--- src/cpm_map.svh ---
`ifndef CPM_MAP_SVH
`define CPM_MAP_SVH
// ************************************************************
// register numbers for the read and write ports
// ************************************************************
`define CPM_RSEL_DATA0 5'h00
`define CPM_RSEL_ADDR0 5'h08
`define CPM_RSEL_SP 5'h0f
`define CPM_RSEL_PC 5'h10
`define CPM_RSEL_PSW 5'h11
`define CPM_RSEL_CFB 5'h12
`define CPM_RSEL_SFC 5'h13
`define CPM_RSEL_DFC 5'h14
`define CPM_RSEL_ETB 5'h15
`define CPM_RSEL_USP 5'h16
`define CPM_RSEL_SSP 5'h17
// ************************************************************
// status word fields
// ************************************************************
`define CPM_PSW_C 0
`define CPM_PSW_V 1
`define CPM_PSW_Z 2
`define CPM_PSW_N 3
`define CPM_PSW_X 4
`define CPM_PSW_IPL_LO 8
`define CPM_PSW_IPL_HI 10
`define CPM_PSW_PRIV 13
`define CPM_PSW_TR_LO 14
`define CPM_PSW_TR_HI 15
`define CPM_PSW_DEF_MASK 16'he71f
`define CPM_CFB_MASK 16'h001f
// ************************************************************
// reset value, function codes and vector table sizes
// ************************************************************
`define CPM_PSW_RESET 16'h2700
`define CPM_FC_MASK 32'h0000_0007
`define CPM_FC_USER_DATA 3'h1
`define CPM_FC_USER_PROG 3'h2
`define CPM_FC_SUP_DATA 3'h5
`define CPM_FC_SUP_PROG 3'h6
`define CPM_FC_CPU 3'h7
`define CPM_VEC_TABLE_BYTES 1024
`define CPM_VEC_COUNT 256
`endif

--- src/cpm_pkg.sv ---
package cpm_pkg;
	typedef enum logic [1:0] {CPM_SZ_BYTE, CPM_SZ_WORD, CPM_SZ_LONG} cpm_size_t;
	typedef enum logic [1:0] {CPM_ACC_PROG, CPM_ACC_DATA, CPM_ACC_CPU, CPM_ACC_ALT} cpm_acc_t;
	typedef logic [4:0] cpm_rsel_t;
endpackage : cpm_pkg

--- src/cpm_wr_if.sv ---
`timescale 1ns/1ps
// write request path between the register file and its merge unit
interface cpm_wr_if;
	logic [1:0] size;
	logic [31:0] old_val;
	logic [31:0] wdata;
	logic is_addr;
	logic [31:0] merged;
	modport core (output size, output old_val, output wdata, output is_addr, input merged);
	modport merge (input size, input old_val, input wdata, input is_addr, output merged);
endinterface : cpm_wr_if

--- src/cpm_merge.sv ---
`timescale 1ns/1ps
`include "cpm_map.svh"
// operand merge for data and address destinations
module cpm_merge (
	cpm_wr_if.merge w
);
	import cpm_pkg::*;
	// data regs keep upper bits; address regs sign-extend word writes
	always_comb begin
		w.merged = w.wdata;
		if (w.is_addr) begin
			if (w.size != 2'(CPM_SZ_LONG))
				w.merged = {{16{w.wdata[15]}}, w.wdata[15:0]};
		end else begin
			unique case (w.size)
				2'(CPM_SZ_BYTE): w.merged = {w.old_val[31:8], w.wdata[7:0]};
				2'(CPM_SZ_WORD): w.merged = {w.old_val[31:16], w.wdata[15:0]};
				default: w.merged = w.wdata;
			endcase
		end
	end
endmodule : cpm_merge

--- src/cpm_fcgen.sv ---
`timescale 1ns/1ps
`include "cpm_map.svh"
// function code generation for each bus access
module cpm_fcgen (
	input wire logic priv_i,
	input wire logic [1:0] acc_i,
	input wire logic alt_dst_i,
	input wire logic [2:0] sfc_i,
	input wire logic [2:0] dfc_i,
	output logic [2:0] fc_o
);
	import cpm_pkg::*;
	// automatic codes unless an alternate-space move names its register
	always_comb begin
		unique case (cpm_acc_t'(acc_i))
			CPM_ACC_PROG: fc_o = priv_i ? `CPM_FC_SUP_PROG : `CPM_FC_USER_PROG;
			CPM_ACC_DATA: fc_o = priv_i ? `CPM_FC_SUP_DATA : `CPM_FC_USER_DATA;
			CPM_ACC_CPU: fc_o = `CPM_FC_CPU;
			CPM_ACC_ALT: fc_o = alt_dst_i ? dfc_i : sfc_i;
		endcase
	end
endmodule : cpm_fcgen

--- src/cpm_regs.sv ---
`timescale 1ns/1ps
`include "cpm_map.svh"
// Operation
// - data, address, pc, stacks, status, codes, base
// - byte/word data writes keep upper bits
// - bit zero is least significant
// - any two data regs hold 64 bits
// - packed decimal low digit in low nibble
// - no byte address ops; word/long reads
// - address writes full, words sign-extended
// - pc holds next instruction address
// - control regs need supervisor privilege
// - low status byte holds user flags
// - upper byte: mask, trace, privilege
// - undefined status bits read zero
// - flag byte writes keep upper byte; reads zero it
// - 3-bit space codes extend 24-bit address
// - automatic function codes per access kind
// - alternate move uses space code regs
// - space code transfers keep three bits
// - table base locates 256-vector table
// - privilege bit selects stack pointer
module cpm_regs (
	// clock and reset
	input wire logic clk_i,
	input wire logic rstn_i,
	input wire logic ce_i,
	// write port
	input wire logic wr_en_i,
	input wire cpm_pkg::cpm_rsel_t wr_sel_i,
	input wire cpm_pkg::cpm_size_t wr_size_i,
	input wire logic [31:0] wr_data_i,
	// read port
	input wire logic rd_en_i,
	input wire cpm_pkg::cpm_rsel_t rd_sel_i,
	input wire cpm_pkg::cpm_size_t rd_size_i,
	// program counter control
	input wire logic pc_inc_i,
	input wire logic [1:0] pc_inc_words_i,
	input wire logic pc_load_i,
	input wire logic [31:0] pc_load_val_i,
	// flag update from execution
	input wire logic flags_we_i,
	input wire logic [4:0] flags_i,
	// bus access kind
	input wire cpm_pkg::cpm_acc_t acc_i,
	input wire logic alt_dst_i,
	input wire logic [7:0] vec_num_i,
	// outputs
	output logic [31:0] rd_data_o,
	output logic rd_fault_o,
	output logic wr_fault_o,
	output logic [31:0] pc_o,
	output logic [15:0] psw_o,
	output logic [2:0] fc_o,
	output logic [31:0] vec_addr_o
);
	import cpm_pkg::*;

	// ************************************************************
	// state
	// ************************************************************
	typedef struct packed {
		logic [7:0][31:0] dreg;
		logic [6:0][31:0] areg;
		logic [31:0] unprivileged_stack_ptr;
		logic [31:0] privileged_stack_ptr;
		logic [31:0] pc;
		logic [15:0] psw;
		logic [2:0] src_space_code_reg;
		logic [2:0] dfc;
		logic [31:0] etb;
		logic [31:0] rd_data;
		logic rd_fault;
		logic wr_fault;
		logic [2:0] fc;
		logic [31:0] vec_addr;
	} cpm_state_t;

	cpm_state_t st_r;
	cpm_state_t st_nxt;
	cpm_wr_if wif ();
	logic [2:0] fc_w;
	logic [31:0] cur_sp;

	// ************************************************************
	// helpers
	// ************************************************************
	// bit 0 is the least significant everywhere in this block
	function automatic logic [31:0] size_read(input logic [31:0] v, input logic [1:0] sz);
		unique case (sz)
			2'(CPM_SZ_BYTE): size_read = {24'h00_0000, v[7:0]};
			2'(CPM_SZ_WORD): size_read = {16'h0000, v[15:0]};
			default: size_read = v;
		endcase
	endfunction : size_read

	function automatic logic is_ctrl(input logic [4:0] sel);
		is_ctrl = (sel == `CPM_RSEL_PSW) || (sel == `CPM_RSEL_SFC) || (sel == `CPM_RSEL_DFC)
			|| (sel == `CPM_RSEL_ETB) || (sel == `CPM_RSEL_USP) || (sel == `CPM_RSEL_SSP);
	endfunction : is_ctrl

	function automatic logic is_areg(input logic [4:0] sel);
		is_areg = (sel >= `CPM_RSEL_ADDR0) && (sel <= `CPM_RSEL_SP);
	endfunction : is_areg

	// ************************************************************
	// submodules
	// ************************************************************
	assign cur_sp = st_r.psw[`CPM_PSW_PRIV] ? st_r.privileged_stack_ptr : st_r.unprivileged_stack_ptr;
	assign wif.size = wr_size_i;
	assign wif.wdata = wr_data_i;
	assign wif.is_addr = is_areg(wr_sel_i);
	// old value only matters for data registers
	assign wif.old_val = (wr_sel_i < `CPM_RSEL_ADDR0) ? st_r.dreg[wr_sel_i[2:0]] : 32'h0000_0000;

	cpm_merge u_merge (
		.w(wif)
	);

	cpm_fcgen u_fcgen (
		.priv_i(st_r.psw[`CPM_PSW_PRIV]),
		.acc_i(acc_i),
		.alt_dst_i(alt_dst_i),
		.sfc_i(st_r.src_space_code_reg),
		.dfc_i(st_r.dfc),
		.fc_o(fc_w)
	);

	// ************************************************************
	// next state
	// ************************************************************
	always_comb begin
		logic priv;
		logic rd_bad;
		logic wr_bad;
		logic [31:0] rv;
		priv = st_r.psw[`CPM_PSW_PRIV];
		rd_bad = 1'b0;
		wr_bad = 1'b0;
		rv = 32'h0000_0000;
		st_nxt = st_r;

		// read path
		if (rd_en_i) begin
			if (is_ctrl(rd_sel_i) && !priv)
				rd_bad = 1'b1;
			else if (is_areg(rd_sel_i) && rd_size_i == CPM_SZ_BYTE)
				rd_bad = 1'b1;
			else if ((rd_sel_i == `CPM_RSEL_PSW || rd_sel_i == `CPM_RSEL_CFB) && rd_size_i != CPM_SZ_WORD)
				rd_bad = 1'b1;
			else if ((rd_sel_i == `CPM_RSEL_SFC || rd_sel_i == `CPM_RSEL_DFC) && rd_size_i != CPM_SZ_LONG)
				rd_bad = 1'b1;
			else begin
				if (rd_sel_i < `CPM_RSEL_ADDR0)
					rv = size_read(st_r.dreg[rd_sel_i[2:0]], rd_size_i);
				else if (rd_sel_i == `CPM_RSEL_SP)
					rv = size_read(cur_sp, rd_size_i);
				else if (is_areg(rd_sel_i))
					rv = size_read(st_r.areg[rd_sel_i[2:0]], rd_size_i);
				else begin
					unique case (rd_sel_i)
						`CPM_RSEL_PC: rv = size_read(st_r.pc, rd_size_i);
						`CPM_RSEL_PSW: rv = {16'h0000, st_r.psw & `CPM_PSW_DEF_MASK};
						`CPM_RSEL_CFB: rv = {16'h0000, st_r.psw & `CPM_CFB_MASK};
						`CPM_RSEL_SFC: rv = {29'h0000_0000, st_r.src_space_code_reg};
						`CPM_RSEL_DFC: rv = {29'h0000_0000, st_r.dfc};
						`CPM_RSEL_ETB: rv = st_r.etb;
						`CPM_RSEL_USP: rv = st_r.unprivileged_stack_ptr;
						`CPM_RSEL_SSP: rv = st_r.privileged_stack_ptr;
						default: rd_bad = 1'b1; // unused selector
					endcase
				end
			end
			st_nxt.rd_data = rv;
		end
		st_nxt.rd_fault = rd_bad;

		// execution flags land first; an explicit write below overrides them
		if (flags_we_i)
			st_nxt.psw[`CPM_PSW_X:`CPM_PSW_C] = flags_i;

		// program counter: a load wins over an advance
		if (pc_load_i)
			st_nxt.pc = pc_load_val_i;
		else if (pc_inc_i)
			st_nxt.pc = st_r.pc + {29'h0000_0000, pc_inc_words_i, 1'b0};

		// write path
		if (wr_en_i) begin
			if (is_ctrl(wr_sel_i) && !priv)
				wr_bad = 1'b1;
			else if (is_areg(wr_sel_i) && wr_size_i == CPM_SZ_BYTE)
				wr_bad = 1'b1;
			else if ((wr_sel_i == `CPM_RSEL_PSW || wr_sel_i == `CPM_RSEL_CFB) && wr_size_i != CPM_SZ_WORD)
				wr_bad = 1'b1;
			else if ((wr_sel_i == `CPM_RSEL_SFC || wr_sel_i == `CPM_RSEL_DFC) && wr_size_i != CPM_SZ_LONG)
				wr_bad = 1'b1;
			else if (wr_sel_i < `CPM_RSEL_ADDR0)
				st_nxt.dreg[wr_sel_i[2:0]] = wif.merged;
			else if (wr_sel_i == `CPM_RSEL_SP) begin
				if (priv)
					st_nxt.privileged_stack_ptr = wif.merged;
				else
					st_nxt.unprivileged_stack_ptr = wif.merged;
			end else if (is_areg(wr_sel_i))
				st_nxt.areg[wr_sel_i[2:0]] = wif.merged;
			else begin
				unique case (wr_sel_i)
					`CPM_RSEL_PC: st_nxt.pc = wr_data_i;
					`CPM_RSEL_PSW: st_nxt.psw = wr_data_i[15:0] & `CPM_PSW_DEF_MASK;
					`CPM_RSEL_CFB: st_nxt.psw = (st_r.psw & ~`CPM_CFB_MASK)
						| (wr_data_i[15:0] & `CPM_CFB_MASK);
					`CPM_RSEL_SFC: st_nxt.src_space_code_reg = wr_data_i[2:0];
					`CPM_RSEL_DFC: st_nxt.dfc = wr_data_i[2:0];
					`CPM_RSEL_ETB: st_nxt.etb = wr_data_i;
					`CPM_RSEL_USP: st_nxt.unprivileged_stack_ptr = wr_data_i;
					`CPM_RSEL_SSP: st_nxt.privileged_stack_ptr = wr_data_i;
					default: wr_bad = 1'b1; // unused selector
				endcase
			end
		end
		st_nxt.wr_fault = wr_bad;

		// bus code and vector address are registered to keep outputs clean
		st_nxt.fc = fc_w;
		st_nxt.vec_addr = st_r.etb + {22'h00_0000, vec_num_i, 2'b00};
	end

	// ************************************************************
	// registers
	// ************************************************************
	// all state frozen while the clock enable is low
	always_ff @(posedge clk_i or negedge rstn_i) begin
		if (!rstn_i) begin
			st_r <= '0;
			st_r.psw <= `CPM_PSW_RESET; // start supervisor, all levels masked
		end else if (ce_i) begin
			st_r <= st_nxt;
		end
	end

	assign rd_data_o = st_r.rd_data;
	assign rd_fault_o = st_r.rd_fault;
	assign wr_fault_o = st_r.wr_fault;
	assign pc_o = st_r.pc;
	assign psw_o = st_r.psw;
	assign fc_o = st_r.fc;
	assign vec_addr_o = st_r.vec_addr;
endmodule : cpm_regs

--- config.mk ---
export PLATFORM = sky130hd
export DESIGN_NAME = cpm_regs
export DESIGN_NICKNAME = d
export VERILOG_FILES = /design/src/cpm_pkg.sv /design/src/cpm_wr_if.sv /design/src/cpm_merge.sv /design/src/cpm_fcgen.sv /design/src/cpm_regs.sv
export VERILOG_INCLUDE_DIRS = /design/src
export SDC_FILE = /design/constraint.sdc
export NUM_CORES = 2
export LEC_CHECK = 0
export BUFFER_PORTS_ARGS = -buffer_cell sky130_fd_sc_hd__buf_2
export CAP_MARGIN = 30
export CELL_PAD_IN_SITES_DETAIL_PLACEMENT = 0
export CELL_PAD_IN_SITES_GLOBAL_PLACEMENT = 1
export CORE_MARGIN = 2
export CORE_UTILIZATION = 55
export CTS_BUF_LIST = sky130_fd_sc_hd__clkbuf_4 sky130_fd_sc_hd__clkbuf_8
export CTS_CLUSTER_DIAMETER = 200
export DETAILED_ROUTE_END_ITERATION = 8
export HOLD_SLACK_MARGIN = 0.1
export PLACE_DENSITY_LB_ADDON = 0.1
export SKIP_CTS_REPAIR_TIMING = 1
export SLEW_MARGIN = 0
export SYNTH_ARGS = -nofsm -noshare
export SYNTH_HDL_FRONTEND = slang
export SYNTH_SLANG_ARGS = --single-unit
--- constraint.sdc ---
create_clock -name clk_i -period 3.2 [get_ports clk_i]
set_input_delay 0.16 -clock clk_i [delete_from_list [all_inputs] [get_ports clk_i]]
set_output_delay 0.16 -clock clk_i [all_outputs]
set_load 0.005 [all_outputs]
==> out/qor.json <==
{
  "run_status": {
    "outcome": "finished clean"
  },
  "worst_setup_path": {
    "critical_path.max_fanout": 7,
    "timing_worst_setup_path_type": "reg2reg",
    "path_buf_inv": 2,
    "setup.worst_path.end_class": "register",
    "critical_path.most_common_cell": "sky130_fd_sc_hd__dlygate4sd3_1",
    "crit_family": "buffers and inverters",
    "path_cells": "o31ai_1 > or4_1 > nand2_1 > o22ai_1 > dlygate4sd3_1 > a21oi_1 > dlygate4sd3_1",
    "worst-endpoint-required_ns": 3.87,
    "slowest_cell_on_the_critical_path": "sky130_fd_sc_hd__or4_1",
    "cp-start-kind": "register",
    "critical_path.max_stage_delay_ns": 0.78,
    "crit_arrival_ns": 3.84
  },
  "power_and_ir_drop": {
    "p_leak_nw": 18.5,
    "netSwitchingPower_mw": 6.39,
    "power.share.combinational": 0.165,
    "share_clk_of_total_power": 0.366,
    "total_power_mw": 22.7,
    "irDropWorstVdd_v": 0.000358,
    "power_density_nw_per_um2": 549,
    "seqPwrFrac": 0.469,
    "power.share.switching": 0.281,
    "p_int_mw": 16.3
  },
  "synthesis": {
    "asyncSetResetFlopFracSynth": 1.00,
    "postSynthRegisterBits": 699,
    "synth.cell_area_um2": 36500,
    "synth.lib_cells_used.distinct": 85,
    "syn-num-nets": 3502,
    "synth.yosys.warnings": 0,
    "synth-edff-count": 0,
    "avgSynthCellArea_um2": 10.8,
    "synth-seq-area-share": 0.479,
    "top_ff_cell_synth": "sky130_fd_sc_hd__dfrtp_1",
    "synthCells": 3386
  },
  "floorplanning": {
    "fp.dieH_um": 262,
    "die-width_um": 262,
    "num_rows": 94,
    "area_of_the_die_um2": 68500,
    "floorplan.core_area_um2": 65700,
    "top_level_ports": 221,
    "start_util": 0.556
  },
  "detailed_routing": {
    "drtAntennaViolNets": 0,
    "drt_drc_violations_left": 0,
    "routed_wl_um": 113000,
    "route.vias.total": 28200,
    "routed_wire_length_per_instance_um": 24.9,
    "first_iter_violations": 3057,
    "avgViaCountPerCell": 6.23,
    "number_of_iterations_in_the_first_detailed_routing_pass": 6
  },
  "clock_tree": {
    "htree_num_levels": 3,
    "clk_transition_reported_paths_ns": 0.06,
    "cts_num_sinks": 699,
    "cts.path.max_buffers": 3,
    "numCtsBuffers": 116,
    "cts_root_buf": "sky130_fd_sc_hd__clkbuf_8",
    "clk_latency_ns": 0.76,
    "cts_tree": "done"
  },
  "sta": {
    "report.final.setup_viol": 0,
    "hold_viol_final": 0,
    "fin_worst_skew_ns": 0.0541,
    "max_freq_mhz": 316,
    "final-max-slew-violation-count": 0,
    "timing_worst_slew_pin_value_ns": 1.04,
    "final_hold_slack_ns": 0.0350,
    "timing.slew.headroom": 0.307,
    "period_needed_ns": 3.16,
    "final_min_period_over_clock_period": 0.988
  },
  "cells_and_area": {
    "drive_gt1_frac": 0.277,
    "synthesis_to_layout_area_growth_pct": 13.4,
    "filler_cell_count": 5254,
    "final_net_count": 3682,
    "final_cell_area_excluding_filler_cells_um2": 41400
  },
  "hold_path": {
    "holdCritPathClass": "in2async"
  },
  "grt": {
    "global_route.overflow_total": 0,
    "grt_antenna_before_repair": 6,
    "grt_pass1_wl_um": 168000,
    "largest_net_degree_at_the_start_of_global_routing": 133,
    "grt_pass1_vias": 27400,
    "grt.total_usage": 0.327
  },
  "job": {
    "max_capacitance_violation_count": 0
  },
  "placement": {
    "buffer_ports.inserted": 220,
    "place_area_um2": 37800,
    "place.detailed.hpwl_um": 73800,
    "globalplace.congestion": 0.924
  }
}
[layout by cell type, fill, tap and decap left out, types with 20 or more instances in the layout]
cell | Yosys | final
sky130_fd_sc_hd__xnor2_1 | 34 | 34
sky130_fd_sc_hd__nand2_1 | 466 | 461
sky130_fd_sc_hd__inv_1 | 20 | 20
sky130_fd_sc_hd__nand3_1 | 38 | 37
sky130_fd_sc_hd__nor2_1 | 232 | 230
sky130_fd_sc_hd__mux2i_1 | 80 | 80
sky130_fd_sc_hd__nor2b_1 | 32 | 31
sky130_fd_sc_hd__a21oi_1 | 194 | 194
sky130_fd_sc_hd__o21ai_0 | 288 | 288
sky130_fd_sc_hd__clkbuf_8 | 0 | 144
sky130_fd_sc_hd__mux4_2 | 143 | 143
sky130_fd_sc_hd__o21ai_2 | 27 | 27
sky130_fd_sc_hd__nand4_1 | 26 | 26
sky130_fd_sc_hd__buf_4 | 145 | 101
sky130_fd_sc_hd__a31oi_1 | 35 | 35
sky130_fd_sc_hd__mux2_2 | 203 | 203
sky130_fd_sc_hd__a221oi_1 | 37 | 37
sky130_fd_sc_hd__buf_2 | 99 | 214
sky130_fd_sc_hd__dfrtp_1 | 695 | 695
sky130_fd_sc_hd__o22ai_1 | 20 | 20
sky130_fd_sc_hd__o211ai_1 | 24 | 24
sky130_fd_sc_hd__a2bb2oi_1 | 27 | 27
sky130_fd_sc_hd__dlygate4sd3_1 | 0 | 118
sky130_fd_sc_hd__buf_12 | 2 | 34
sky130_fd_sc_hd__clkbuf_4 | 0 | 50
sky130_fd_sc_hd__a21oi_2 | 28 | 28
sky130_fd_sc_hd__o21ai_1 | 76 | 76
[registers in the layout, indices dropped and copies added, names as in the netlist]
| register | count |
|---|---|
| fc_o | 3 |
| wr_fault_o | 1 |
| pc_o | 32 |
| st_r | 582 |
| rd_data_o | 32 |
| rd_fault_o | 1 |
| vec_addr_o | 32 |
| psw_o | 16 |
[cell families (layout without fill, tap and decap cells)]
| family | after synthesis | after routing | share of synthesized area |
|---|---|---|---|
| fa+ha+maj | 12 | 12 | 0.00452 |
| flops | 699 | 699 | 0.479 |
| simple gates | 888 | 888 | 0.105 |
| other cells | 0 | 4 | 0 |
| compound gates | 878 | 878 | 0.156 |
| xor+xnor | 50 | 50 | 0.0120 |
| mux | 431 | 431 | 0.175 |
| buf+inv | 428 | 696 | 0.0685 |
[routing by layer]
metal,vias up,GRT usage,share of wire
li1,12500,-,-
met1,14200,0.467,0.43
met2,1292,0.502,0.46
met3,194,0.0681,0.087
met4,2,0.108,0.027
met5,-,0,0.00012
[worst register-to-register path: stages (launching register included)]
cell	delay, ns
sky130_fd_sc_hd__dfstp_2	0.54
sky130_fd_sc_hd__o31ai_1	0.12
sky130_fd_sc_hd__or4_1	0.78
sky130_fd_sc_hd__nand2_1	0.27
sky130_fd_sc_hd__o22ai_1	0.11
sky130_fd_sc_hd__dlygate4sd3_1	0.58
sky130_fd_sc_hd__a21oi_1	0.13
sky130_fd_sc_hd__dlygate4sd3_1	0.58
[final timing paths]
path	end	startpoint	cells after the start	slack, ns
max	psw_o[3]$_DFFE_PN0P_	psw_o[13]$_DFFE_PN1P_	7	0.04
max in group asynchronous	st_r[693]$_DFFE_PN0P_	rstn_i	3	2.11
min in group clk_i	rd_data_o[22]$_DFFE_PN0P_	rd_en_i	4	0.07
min	st_r[78]$_DFFE_PN0P_	rstn_i	2	0.04
min reg2reg	st_r[335]$_DFFE_PN0P_	st_r[335]$_DFFE_PN0P_	2	0.48
max reg2reg	psw_o[3]$_DFFE_PN0P_	psw_o[13]$_DFFE_PN1P_	7	0.04
[stage by stage]
step	worst slack, ns	TNS (ns)	utilization	instances
CTS	0.747	0	0.612	4400
global placement	0.449	0	0.574	4193
finish	0.0371	0	0.630	4522
floorplan	1.04	0	-	3386
global route	-0.00551	-0.00551	0.630	4521
detailed placement	0.357	0	0.574	4194
[layout make-up]
type	count	area, um2	area share
clock buffer	193	2340	0.0566
multi-input combinational	2259	16600	0.400
antenna	4	10.0	0.000242
clock inverter	13	120	0.00290
timing repair buffer	470	3730	0.0901
tap	864	1080	0.0261
sequential	699	17500	0.422
inverter	20	75.1	0.00181
[power groups by stage]
stage          Clock (mW)  Sequential (mW)  Combinational [mW]
6_report             8.33             10.7                3.74
5_1_grt              8.89             10.8                4.11
4_1_cts              8.45             10.6                3.56
3_5_place_dp            0             10.8                3.55
3_3_place_gp            0             10.7                3.43
2_1_floorplan           0             10.5                2.64
[Yosys cell counts, types with 13 or more instances]
cell                        instances  area share
sky130_fd_sc_hd__a221oi_4          15       0.011
sky130_fd_sc_hd__mux2_2           203       0.063
sky130_fd_sc_hd__o21ai_1           76       0.010
sky130_fd_sc_hd__nor2_1           232       0.024
sky130_fd_sc_hd__and2_1            13      0.0022
sky130_fd_sc_hd__dfrtp_1          695        0.48
sky130_fd_sc_hd__buf_2             99       0.014
sky130_fd_sc_hd__nand4_1           26      0.0045
sky130_fd_sc_hd__xnor2_1           34      0.0082
sky130_fd_sc_hd__a21oi_1          194       0.027
sky130_fd_sc_hd__nand2_1          466       0.048
sky130_fd_sc_hd__nor2b_1           32      0.0055
sky130_fd_sc_hd__nand2b_1          16      0.0027
sky130_fd_sc_hd__a2bb2oi_1         27      0.0065
sky130_fd_sc_hd__o211ai_1          24      0.0049
sky130_fd_sc_hd__a21oi_2           28      0.0067
sky130_fd_sc_hd__inv_1             20      0.0021
sky130_fd_sc_hd__buf_4            145       0.030
sky130_fd_sc_hd__a31oi_1           35      0.0060
sky130_fd_sc_hd__clkbuf_1         111       0.011
sky130_fd_sc_hd__a22oi_1           13      0.0027
sky130_fd_sc_hd__mux4_2           143       0.088
sky130_fd_sc_hd__o21ai_0          288       0.039
sky130_fd_sc_hd__and3_1            14      0.0024
sky130_fd_sc_hd__buf_1             23      0.0024
sky130_fd_sc_hd__nand3_1           38      0.0052
sky130_fd_sc_hd__xor2_1            16      0.0038
sky130_fd_sc_hd__o22ai_1           20      0.0034
sky130_fd_sc_hd__o21ai_2           27      0.0065
sky130_fd_sc_hd__mux2i_1           80       0.022
sky130_fd_sc_hd__a221oi_1          37      0.0089
sky130_fd_sc_hd__buf_6             24      0.0074
Note: power is estimated with default switching activity, not from simulation.
